[src/logic/adc_cfg.svh]
/*
  Constants for the converter mode and calibration control block.
  Assumes it is included by bare name from the logic folder.
*/
`ifndef ADC_CFG_SVH
`define ADC_CFG_SVH
// serial word lengths and bit counter width
`define WORD_BITS 5'h18
`define SHORT_BITS 5'h10
`define CNT_ZERO 5'h00
`define CNT_STEP 5'h01
// coefficient store: one zero and one full word per channel
`define CHAN_BITS 2
`define ADDR_BITS 3
`define DATA_BITS 24
// control word value after reset: normal mode, gain 1, first channel
`define CTL_RESET 24'h00_0000
// background calibration interleave: one conversion in six slots
`define BG_LAST_SLOT 3'h5
`define SLOT_ZERO 3'h0
`define SLOT_STEP 3'h1
// gain output is a one-hot power of two
`define GAIN_ONE 8'h01
`define TOP_BIT 23
`endif

[src/logic/adc_pkg.sv]
/*
  Types for the converter mode and calibration control block.
  Assumes adc_cfg.svh holds the numeric constants.
*/
`default_nettype none
package adc_pkg;
  // operating mode field codes
  typedef enum logic [2:0] {
    MODE_NORMAL = 3'h0,
    MODE_SELF_CAL = 3'h1,
    MODE_SYS_ZERO = 3'h2,
    MODE_SYS_FULL = 3'h3,
    MODE_SYS_OFFSET = 3'h4,
    MODE_BACKGROUND = 3'h5,
    MODE_ZERO_COEF = 3'h6,
    MODE_FULL_COEF = 3'h7
  } op_mode_type;

  // control word, most significant field first
  typedef struct packed {
    op_mode_type op_mode;
    logic [2:0] gain_code;
    logic channel_select_hi;
    logic channel_select_lo;
    logic word_length_sel;
    logic excitation_current_en;
    logic burnout_current_en;
    logic unipolar_sel;
    logic [11:0] notch_code;
  } control_word_type;

  // serial port pins as they arrive from outside
  typedef struct packed {
    logic serial_clock;
    logic write_frame_sync_n;
    logic read_frame_sync_n;
    logic register_select;
    logic serial_data_in;
  } serial_pins_type;

  typedef enum logic [1:0] {
    LINK_IDLE = 2'h0,
    LINK_WRITE = 2'h1,
    LINK_READ = 2'h2
  } link_state_type;
endpackage
`default_nettype wire

[src/logic/pin_sync.sv]
/*
  Two-stage synchroniser for a group of pins.
  Assumes the pins are asynchronous to clock; only stage two is read.
*/
`timescale 1ns/1ps
`default_nettype none
module pin_sync #(
  parameter int WIDTH = 5
) (
  input wire logic clock,
  input wire logic rst,
  input wire logic [WIDTH-1:0] pins,
  output logic [WIDTH-1:0] synced
);
  if (WIDTH < 1) begin : bad_width
    $error("pin_sync width must be positive");
  end

  ////////////////////////////////////////////////////////////////////
  // one pair of flops per pin; meta stage feeds nothing but stage two
  for (genvar i = 0; i < WIDTH; i++) begin : bit_sync
    logic meta;
    always_ff @(posedge clock) begin
      if (rst) begin
        meta <= 1'b1;
        synced[i] <= 1'b1;
      end else begin
        meta <= pins[i];
        synced[i] <= meta;
      end
    end
  end
endmodule
`default_nettype wire

[src/logic/coef_mem.sv]
/*
  Calibration coefficient store: zero and full words per channel.
  Assumes one writer per cycle; read data is registered.
*/
`timescale 1ns/1ps
`default_nettype none
module coef_mem #(
  parameter int ADDR_W = 3,
  parameter int DATA_W = 24
) (
  input wire logic clock,
  input wire logic write_en,
  input wire logic [ADDR_W-1:0] write_addr,
  input wire logic [DATA_W-1:0] write_data,
  input wire logic [ADDR_W-1:0] read_addr,
  output logic [DATA_W-1:0] read_data
);
  if (ADDR_W < 1 || DATA_W < 1) begin : bad_shape
    $error("coef_mem needs positive address and data widths");
  end

  logic [DATA_W-1:0] store [2**ADDR_W];

  ////////////////////////////////////////////////////////////////////
  // contents are not reset, as in a plain ram
  always_ff @(posedge clock) begin
    if (write_en) begin
      store[write_addr] <= write_data;
    end
    read_data <= store[read_addr];
  end
endmodule
`default_nettype wire

[src/logic/adc_mode_control.sv]
/*
  Control register, operating mode decode, calibration sequencing and
  the frame-synchronised serial port of a sigma-delta converter.
  Assumes a filter that pulses conv_valid with a new word and a
  calibration engine that pulses cal_done and writes coefficients.
  Serial pins are asynchronous and are sampled by clock.
*/
`timescale 1ns/1ps
`default_nettype none
`include "adc_cfg.svh"
//
// Function
// - write frame with select low loads the control word
// - read frame with select low shifts out the control word
// - only a full 24-bit write frame or a calibration end changes the control word
// - serial clock pulses after the 24th are ignored
// - control word: mode, gain, channel, length, currents, polarity, notch
// - normal mode: select-high read returns conversion data
// - mode 001 self calibrates then clears mode, flags ready
// - mode 010 zero-scale system step then normal, flags ready
// - mode 011 full-scale system step then normal, flags ready
// - mode 100 system offset calibration then normal, flags ready
// - mode 101 interleaves calibration, one word in six
// - mode 110 select-high access reaches zero-scale coefficient
// - mode 111 select-high access reaches full-scale coefficient
// - coefficients move as 24-bit words; short writes discarded
// - ready falls on new word or calibration end, rises after read
module adc_mode_control (
  input wire logic clock,
  input wire logic rst,
  input wire logic serial_clock,
  input wire logic write_frame_sync_n,
  input wire logic read_frame_sync_n,
  input wire logic register_select,
  input wire logic serial_data_in,
  output logic serial_data_out,
  output logic serial_data_oe,
  output logic data_ready_n,
  input wire logic conv_valid,
  input wire logic [`TOP_BIT:0] conv_word,
  input wire logic cal_done,
  input wire logic cal_coef_we,
  input wire logic cal_coef_full,
  input wire logic [`TOP_BIT:0] cal_coef_word,
  output adc_pkg::control_word_type control_word,
  output logic [7:0] gain,
  output logic cal_start,
  output adc_pkg::op_mode_type cal_mode,
  output logic background_en,
  output logic [2:0] bg_slot
);
  adc_pkg::serial_pins_type pins_raw, pins;
  adc_pkg::link_state_type state, next_state;
  logic [4:0] bit_cnt, next_cnt, out_len, next_len;
  logic [`TOP_BIT:0] shift_in, next_sin, shift_out, next_sout;
  logic [`TOP_BIT:0] conv_hold, next_hold, mem_rdata, mem_wdata;
  logic [`TOP_BIT:0] next_mem_wdata;
  logic [2:0] mem_waddr, next_mem_waddr, mem_raddr, next_slot;
  logic mem_we, next_mem_we, data_frame, next_data_frame;
  logic next_dout, next_oe, read_done, ctl_load, coef_mode;
  logic sclk_d, tfs_d, rfs_d, sclk_rise, sclk_fall, tfs_fall, rfs_fall;
  logic cal_busy, next_busy, next_cal_start, next_ready_n, accept;
  logic next_bg;
  logic [7:0] next_gain;
  adc_pkg::control_word_type next_ctl;
  adc_pkg::op_mode_type next_cal_mode;

  assign pins_raw = '{serial_clock, write_frame_sync_n,
    read_frame_sync_n, register_select, serial_data_in};

  pin_sync #(.WIDTH($bits(adc_pkg::serial_pins_type))) sync_pins (
    .clock(clock),
    .rst(rst),
    .pins(pins_raw),
    .synced(pins)
  );

  ////////////////////////////////////////////////////////////////////
  // previous synced levels for edge finding
  always_ff @(posedge clock) begin
    if (rst) begin
      sclk_d <= 1'b1;
      tfs_d <= 1'b1;
      rfs_d <= 1'b1;
    end else begin
      sclk_d <= pins.serial_clock;
      tfs_d <= pins.write_frame_sync_n;
      rfs_d <= pins.read_frame_sync_n;
    end
  end

  assign sclk_rise = pins.serial_clock & ~sclk_d;
  assign sclk_fall = ~pins.serial_clock & sclk_d;
  assign tfs_fall = ~pins.write_frame_sync_n & tfs_d;
  assign rfs_fall = ~pins.read_frame_sync_n & rfs_d;
  assign coef_mode = (control_word.op_mode == adc_pkg::MODE_ZERO_COEF)
    || (control_word.op_mode == adc_pkg::MODE_FULL_COEF);
  // read address follows the mode, so data is ready before a frame
  assign mem_raddr = {control_word.op_mode == adc_pkg::MODE_FULL_COEF,
    control_word.channel_select_hi, control_word.channel_select_lo};

  coef_mem #(.ADDR_W(`ADDR_BITS), .DATA_W(`DATA_BITS)) coefs (
    .clock(clock),
    .write_en(mem_we),
    .write_addr(mem_waddr),
    .write_data(mem_wdata),
    .read_addr(mem_raddr),
    .read_data(mem_rdata)
  );

  ////////////////////////////////////////////////////////////////////
  // serial link: frames, bit counting, shifting, store writes
  always_comb begin
    next_state = state;
    next_cnt = bit_cnt;
    next_sin = shift_in;
    next_sout = shift_out;
    next_len = out_len;
    next_oe = serial_data_oe;
    next_data_frame = data_frame;
    next_mem_we = 1'b0;
    next_mem_waddr = mem_waddr;
    next_mem_wdata = mem_wdata;
    read_done = 1'b0;
    ctl_load = 1'b0;
    case (state)
      adc_pkg::LINK_IDLE: begin
        next_cnt = `CNT_ZERO;
        if (tfs_fall) begin
          next_state = adc_pkg::LINK_WRITE;
        end else if (rfs_fall) begin
          next_state = adc_pkg::LINK_READ;
          next_oe = 1'b1;
          next_len = `WORD_BITS;
          next_data_frame = 1'b0;
          if (!pins.register_select) begin
            next_sout = control_word;
          end else if (coef_mode) begin
            next_sout = mem_rdata;
          end else begin
            // conversion word, short form when length bit is clear
            next_sout = conv_hold;
            next_data_frame = 1'b1;
            if (!control_word.word_length_sel) begin
              next_len = `SHORT_BITS;
            end
          end
        end
      end
      adc_pkg::LINK_WRITE: begin
        // pulses past the full word are dropped
        if (sclk_rise && bit_cnt < `WORD_BITS) begin
          next_sin = {shift_in[`TOP_BIT-1:0], pins.serial_data_in};
          next_cnt = bit_cnt + `CNT_STEP;
        end
        if (pins.write_frame_sync_n) begin
          next_state = adc_pkg::LINK_IDLE;
          if (bit_cnt == `WORD_BITS) begin
            if (!pins.register_select) begin
              // full word into the control register
              ctl_load = 1'b1;
            end else if (coef_mode) begin
              next_mem_we = 1'b1;
              next_mem_waddr = mem_raddr;
              next_mem_wdata = shift_in;
            end
          end
        end
      end
      adc_pkg::LINK_READ: begin
        // data changes on falling clock, stable for the host's rise
        if (sclk_fall && bit_cnt < `WORD_BITS) begin
          next_sout = {shift_out[`TOP_BIT-1:0], 1'b0};
          next_cnt = bit_cnt + `CNT_STEP;
          // ready released once the whole word has gone out
          read_done = data_frame && (next_cnt == out_len);
        end
        if (pins.read_frame_sync_n) begin
          next_state = adc_pkg::LINK_IDLE;
          next_oe = 1'b0;
        end
      end
      default: begin
        next_state = adc_pkg::LINK_IDLE;
        next_oe = 1'b0;
      end
    endcase
    // engine results take the store when the serial port is not writing
    if (!next_mem_we && cal_coef_we) begin
      next_mem_we = 1'b1;
      next_mem_waddr = {cal_coef_full, control_word.channel_select_hi,
        control_word.channel_select_lo};
      next_mem_wdata = cal_coef_word;
    end
    next_dout = next_sout[`TOP_BIT];
  end

  always_ff @(posedge clock) begin
    if (rst) begin
      state <= adc_pkg::LINK_IDLE;
      bit_cnt <= `CNT_ZERO;
      shift_in <= `CTL_RESET;
      shift_out <= `CTL_RESET;
      out_len <= `WORD_BITS;
      serial_data_oe <= 1'b0;
      serial_data_out <= 1'b0;
      data_frame <= 1'b0;
      mem_we <= 1'b0;
      mem_waddr <= `SLOT_ZERO;
      mem_wdata <= `CTL_RESET;
    end else begin
      state <= next_state;
      bit_cnt <= next_cnt;
      shift_in <= next_sin;
      shift_out <= next_sout;
      out_len <= next_len;
      serial_data_oe <= next_oe;
      serial_data_out <= next_dout;
      data_frame <= next_data_frame;
      mem_we <= next_mem_we;
      mem_waddr <= next_mem_waddr;
      mem_wdata <= next_mem_wdata;
    end
  end

  ////////////////////////////////////////////////////////////////////
  // control word, calibration start and completion
  always_comb begin
    next_ctl = control_word;
    next_busy = cal_busy;
    next_cal_start = 1'b0;
    next_cal_mode = cal_mode;
    if (ctl_load) begin
      // fields land in their packed positions
      next_ctl = shift_in;
      next_busy = 1'b0;
      // a calibration begins only from a loaded full word
      case (next_ctl.op_mode)
        adc_pkg::MODE_SELF_CAL, adc_pkg::MODE_SYS_ZERO,
        adc_pkg::MODE_SYS_FULL, adc_pkg::MODE_SYS_OFFSET: begin
          next_busy = 1'b1;
          next_cal_start = 1'b1;
          next_cal_mode = next_ctl.op_mode;
        end
        default: next_cal_mode = adc_pkg::MODE_NORMAL;
      endcase
    end else if (cal_busy && cal_done) begin
      // back to normal when the step ends
      next_ctl.op_mode = adc_pkg::MODE_NORMAL;
      next_busy = 1'b0;
    end
    next_gain = `GAIN_ONE << next_ctl.gain_code;
    next_bg = next_ctl.op_mode == adc_pkg::MODE_BACKGROUND;
  end

  always_ff @(posedge clock) begin
    if (rst) begin
      control_word <= `CTL_RESET;
      cal_busy <= 1'b0;
      cal_start <= 1'b0;
      cal_mode <= adc_pkg::MODE_NORMAL;
      gain <= `GAIN_ONE;
      background_en <= 1'b0;
    end else begin
      control_word <= next_ctl;
      cal_busy <= next_busy;
      cal_start <= next_cal_start;
      cal_mode <= next_cal_mode;
      gain <= next_gain;
      background_en <= next_bg;
    end
  end

  ////////////////////////////////////////////////////////////////////
  // conversion capture, background slots and the ready flag
  assign accept = conv_valid
    && ((control_word.op_mode == adc_pkg::MODE_NORMAL)
    || (background_en && bg_slot == `SLOT_ZERO));

  always_comb begin
    next_hold = conv_hold;
    next_slot = `SLOT_ZERO;
    // five of six slots measure reference and shorted inputs
    if (background_en) begin
      next_slot = bg_slot;
      if (conv_valid) begin
        next_slot = (bg_slot == `BG_LAST_SLOT) ? `SLOT_ZERO
          : bg_slot + `SLOT_STEP;
      end
    end
    // a word is not replaced while it is being shifted out
    if (accept && !(state == adc_pkg::LINK_READ && data_frame)) begin
      next_hold = conv_word;
    end
    // a new event wins over a release in the same cycle
    next_ready_n = data_ready_n;
    if (read_done) begin
      next_ready_n = 1'b1;
    end
    if (accept || (cal_busy && cal_done)) begin
      next_ready_n = 1'b0;
    end
  end

  always_ff @(posedge clock) begin
    if (rst) begin
      conv_hold <= `CTL_RESET;
      bg_slot <= `SLOT_ZERO;
      data_ready_n <= 1'b1;
    end else begin
      conv_hold <= next_hold;
      bg_slot <= next_slot;
      data_ready_n <= next_ready_n;
    end
  end
endmodule
`default_nettype wire

[config.mk]
export PLATFORM = sky130hd
export DESIGN_NAME = adc_mode_control
export DESIGN_NICKNAME = d
export VERILOG_FILES = /design/src/logic/adc_pkg.sv /design/src/logic/pin_sync.sv /design/src/logic/coef_mem.sv /design/src/logic/adc_mode_control.sv
export VERILOG_INCLUDE_DIRS = /design/src /design/src/logic
export SDC_FILE = /design/constraint.sdc
export NUM_CORES = 1
export LEC_CHECK = 0
export ABC_CLOCK_PERIOD_IN_PS = 2950
export BUFFER_PORTS_ARGS = -buffer_cell sky130_fd_sc_hd__buf_2
export CAP_MARGIN = 20
export CORE_MARGIN = 4
export CORE_UTILIZATION = 42
export CTS_BUF_LIST = sky130_fd_sc_hd__clkbuf_4 sky130_fd_sc_hd__clkbuf_8
export CTS_CLUSTER_DIAMETER = 50
export DETAILED_ROUTE_END_ITERATION = 8
export GPL_TIMING_DRIVEN = 0
export HOLD_SLACK_MARGIN = 0.02
export PLACE_DENSITY = 0.57
export SLEW_MARGIN = 20
export SYNTH_ARGS = -nofsm -noshare
export SYNTH_HDL_FRONTEND = slang
export SYNTH_SLANG_ARGS = --single-unit
[constraint.sdc]
create_clock -name clock -period 2.95 [get_ports clock]
set_input_delay 0.295 -clock clock [delete_from_list [all_inputs] [get_ports clock]]
set_output_delay 0.295 -clock clock [all_outputs]
set_load 0.1 [all_outputs]
==> results.sh <==
export IMPL_die_area_sq_um=39000
export IMPL_hold_path_startpoint="cal_done"
export IMPL_synth_main_ff_cell="edfxtp_1"
export IMPL_dp_slack_ns=0.421
export IMPL_layout_min_cycle_time_ns=2.56
export IMPL_synth_net_count=1249
export IMPL_synthTopCellsByCount="edfxtp_1, dfxtp_1, nand2_1"
export IMPL_synth_distinct_cells=56
export IMPL_rr_worst_depth=8
export IMPL_rsz0062_at_grt="no"
export IMPL_gp_congestion=0.832
export IMPL_grt_pass1_vias=10400
export IMPL_setup_viol=0
export IMPL_worst_pin_slew_ns=1.11
export IMPL_synth_edff_count=192
export IMPL_htreeDepth=3
export IMPL_first_pass_iters=5
export IMPL_worstReg2RegEnd="shift_out[9]$_SDFFE_PP0P_"
export IMPL_cts_repair_resized=0
export IMPL_pwr_share_clk=0.434
export IMPL_synthDominantCellAreaShare=0.382
export IMPL_p_sw_frac=0.219
export IMPL_yosysMostFrequentCell="edfxtp_1"
export IMPL_synth_ff_latch_count=381
export IMPL_cts_buffer_depth=3
export IMPL_start_kind="flip-flop"
export IMPL_netlist_area_sq_um=15100
export IMPL_area_growth_pct=19.9
export IMPL_avgSynthCellArea_sq_um=12.8
export IMPL_fp_row_count=69
export IMPL_clock_latency_ns=0.58
export IMPL_drtIter0Drc=707
export IMPL_vdd_drop_max_uv=289
export IMPL_drive_above_1_share=0.257
export IMPL_finalWirelength_microns=41900
export IMPL_p_comb_frac=0.046
export IMPL_yosysTopAreaCell="edfxtp_1"
export IMPL_vias_per_cell=5.45
export IMPL_syn_inst=1183
export IMPL_grt_pass1_wl_microns=63400
export IMPL_cp_data_arrival_time_ns=3.05
export IMPL_clockRootBuffer="clkbuf_8"
export IMPL_via_count=10400
export IMPL_status="complete, no violations"
export IMPL_num_antenna_cells=0
export IMPL_coreArea_sq_um=35500
export IMPL_crit_fanout=10
export IMPL_hp_class="in2reg"
export IMPL_ys_seq_area_frac=0.633
export IMPL_layout_nets=1461
export IMPL_leakage_nw=6.53
export IMPL_finalMaxSlewViolations=0
export IMPL_worst_clock_skew_ns=0.0168
export IMPL_ys_async_sr_fraction=0
export IMPL_required_ns=3.43
export IMPL_synthTopCellsByArea="edfxtp_1, dfxtp_1, mux4_2, mux2i_1, nand2_1"
export IMPL_regToRegStartpoint="state[0]$_SDFFE_PP0P_"
export IMPL_drc=0
export IMPL_die_h_microns=198
export IMPL_p_int_mw=8.67
export IMPL_die_w_microns=198
export IMPL_r2r_slack_ns=0.39
export IMPL_path_clk_slew_ns=0.05
export IMPL_antenna_found_initial=0
export IMPL_hpwl_microns=29400
export IMPL_num_fill_cells=3117
export IMPL_yosysWarnings=0
export IMPL_hold_violations=0
export IMPL_dpl_cell_area_sq_um=16400
export IMPL_fin_crit_sh=0.869
export IMPL_fin_tns_setup_ns=0
export IMPL_gr_usage_all_layers=0.215
export IMPL_ant_nets=0
export IMPL_whs_endpoint="cal_busy$_SDFFE_PP0P_"
export IMPL_p_seq_frac=0.520
export IMPL_setup_worst_path_class="reg2reg"
export IMPL_grt_max_degree=17
export IMPL_numClockSinks=381
export IMPL_wire_per_inst_microns=22.0
export IMPL_portBuffers=100
export IMPL_cap_violations=0
export IMPL_fmax_mhz=390
export IMPL_cts_tree="built"
export IMPL_grt_overflow=0
export IMPL_slew_headroom=0.257
export IMPL_switching_power_mw=2.42
export IMPL_cts_buffers=66
export IMPL_design_area_sq_um=18100
export IMPL_initial_utilization=0.425
export IMPL_fin_ws_ns=0.385
export IMPL_holdPathStages=3
export IMPL_p_per_area_nw_per_um2=613
export IMPL_pin_count=102
export IMPL_endpoint_kind="flip-flop"
[how the worst max path moves through the flow]
stage	endpoint	slack [ns]	start
after floorplan	coefs.store[0][0]$_DFFE_PP_	0.36	mem_waddr[2]$_SDFFE_PP0P_
after global placement	coefs.store[0][9]$_DFFE_PP_	-1.68	mem_waddr[2]$_SDFFE_PP0P_
after detailed placement	shift_in[20]$_SDFFE_PP0P_	0.42	state[1]$_SDFFE_PP0P_
after CTS	shift_in[20]$_SDFFE_PP0P_	0.39	state[1]$_SDFFE_PP0P_
after global routing	shift_out[8]$_SDFFE_PP0P_	0.19	state[0]$_SDFFE_PP0P_
final	shift_out[9]$_SDFFE_PP0P_	0.39	state[0]$_SDFFE_PP0P_
[routing by layer]
layer	part of all wire	track usage
met5	0	0
met4	0.026	0.0727
met3	0.065	0.0382
met2	0.47	0.343
met1	0.44	0.299
[flip-flops by register name (all words and copies together), names as in the netlist, 2 cells and up]
signal / count
conv_hold: 24
shift_out: 24
coefs.store: 192
state: 2
mem_wdata: 24
bit_cnt: 5
cal_mode: 3
sync_pins.synced: 5
coefs.read_data: 24
gain: 8
mem_waddr: 3
sync_pins.bit_sync.meta: 5
control_word: 24
shift_in: 24
bg_slot: 3
[power by group through the flow]
stage / Sequential [mW] / Clock, mW / Combinational (mW)
4_1_cts: 5.77 / 4.94 / 0.506
3_5_place_dp: 5.88 / 0 / 0.471
3_3_place_gp: 5.88 / 0 / 0.458
6_report: 5.77 / 4.82 / 0.505
5_1_grt: 5.78 / 5.17 / 0.551
2_1_floorplan: 5.85 / 0 / 0.299
[worst max-delay path, stage by stage (launching register included)]
cell      delay [ns]
dfxtp_1         0.36
inv_1           0.09
ha_1            0.19
clkbuf_1        0.19
nor2b_1         0.18
a31oi_1         0.63
clkbuf_1        0.44
nor4_1          0.14
a211oi_1        0.25
[placed cells by master (no fill, tap or decap), drive strengths merged, types with 14 or more instances in the layout]
cell type / n
mux2i: 50
nand3: 39
nor2: 89
a311oi: 21
dfxtp: 189
a21bo: 23
or2: 14
a211oi: 49
a21oi: 68
and2: 22
buf: 139
clkbuf: 173
mux4: 48
mux2: 24
dlygate4sd3: 32
inv: 29
nand2: 111
nor4: 22
edfxtp: 192
[area by class of cell]
class                      instances  area, sq um  share of cell area
buffer                            92          382              0.0211
timing repair buffer             144         1030              0.0572
clock inverter                    10         51.3             0.00283
multi-input combinational        681         5110               0.282
tap                              461          577              0.0319
sequential                       381         9550               0.528
clock buffer                     108         1290              0.0714
inverter                          29          109             0.00601
[cells by family (layout without fill, tap and decap cells)]
logic type | count (synthesis) | in the layout | synth area share
DFF | 381 | 381 | 0.633
and+or+nand+nor | 348 | 348 | 0.110
AOI/OAI and AO/OA | 198 | 198 | 0.0931
muxes | 122 | 122 | 0.123
buffers and inverters | 121 | 383 | 0.0325
adders and majority gates | 7 | 7 | 0.00580
xor gates and xnor gates | 6 | 6 | 0.00348
[stage by stage]
step	hold slack (ns)	std cells	total power [mW]	util
2_1_floorplan	0.389	1183	6.15	-
3_3_place_gp	0.400	1744	6.33	0.456
3_5_place_dp	0.394	1756	6.35	0.463
4_1_cts	0.0247	1906	11.2	0.510
5_1_grt	0.0449	1906	11.5	0.510
6_report	0.0650	1906	11.1	0.510
[timing repair]
item / in CTS / in global routing
hold endpoints to repair: 32 / 0
hold buffers: 32 / 0
setup buffers: 0 / 0
No activity file was read; power rests on OpenSTA's default activity.
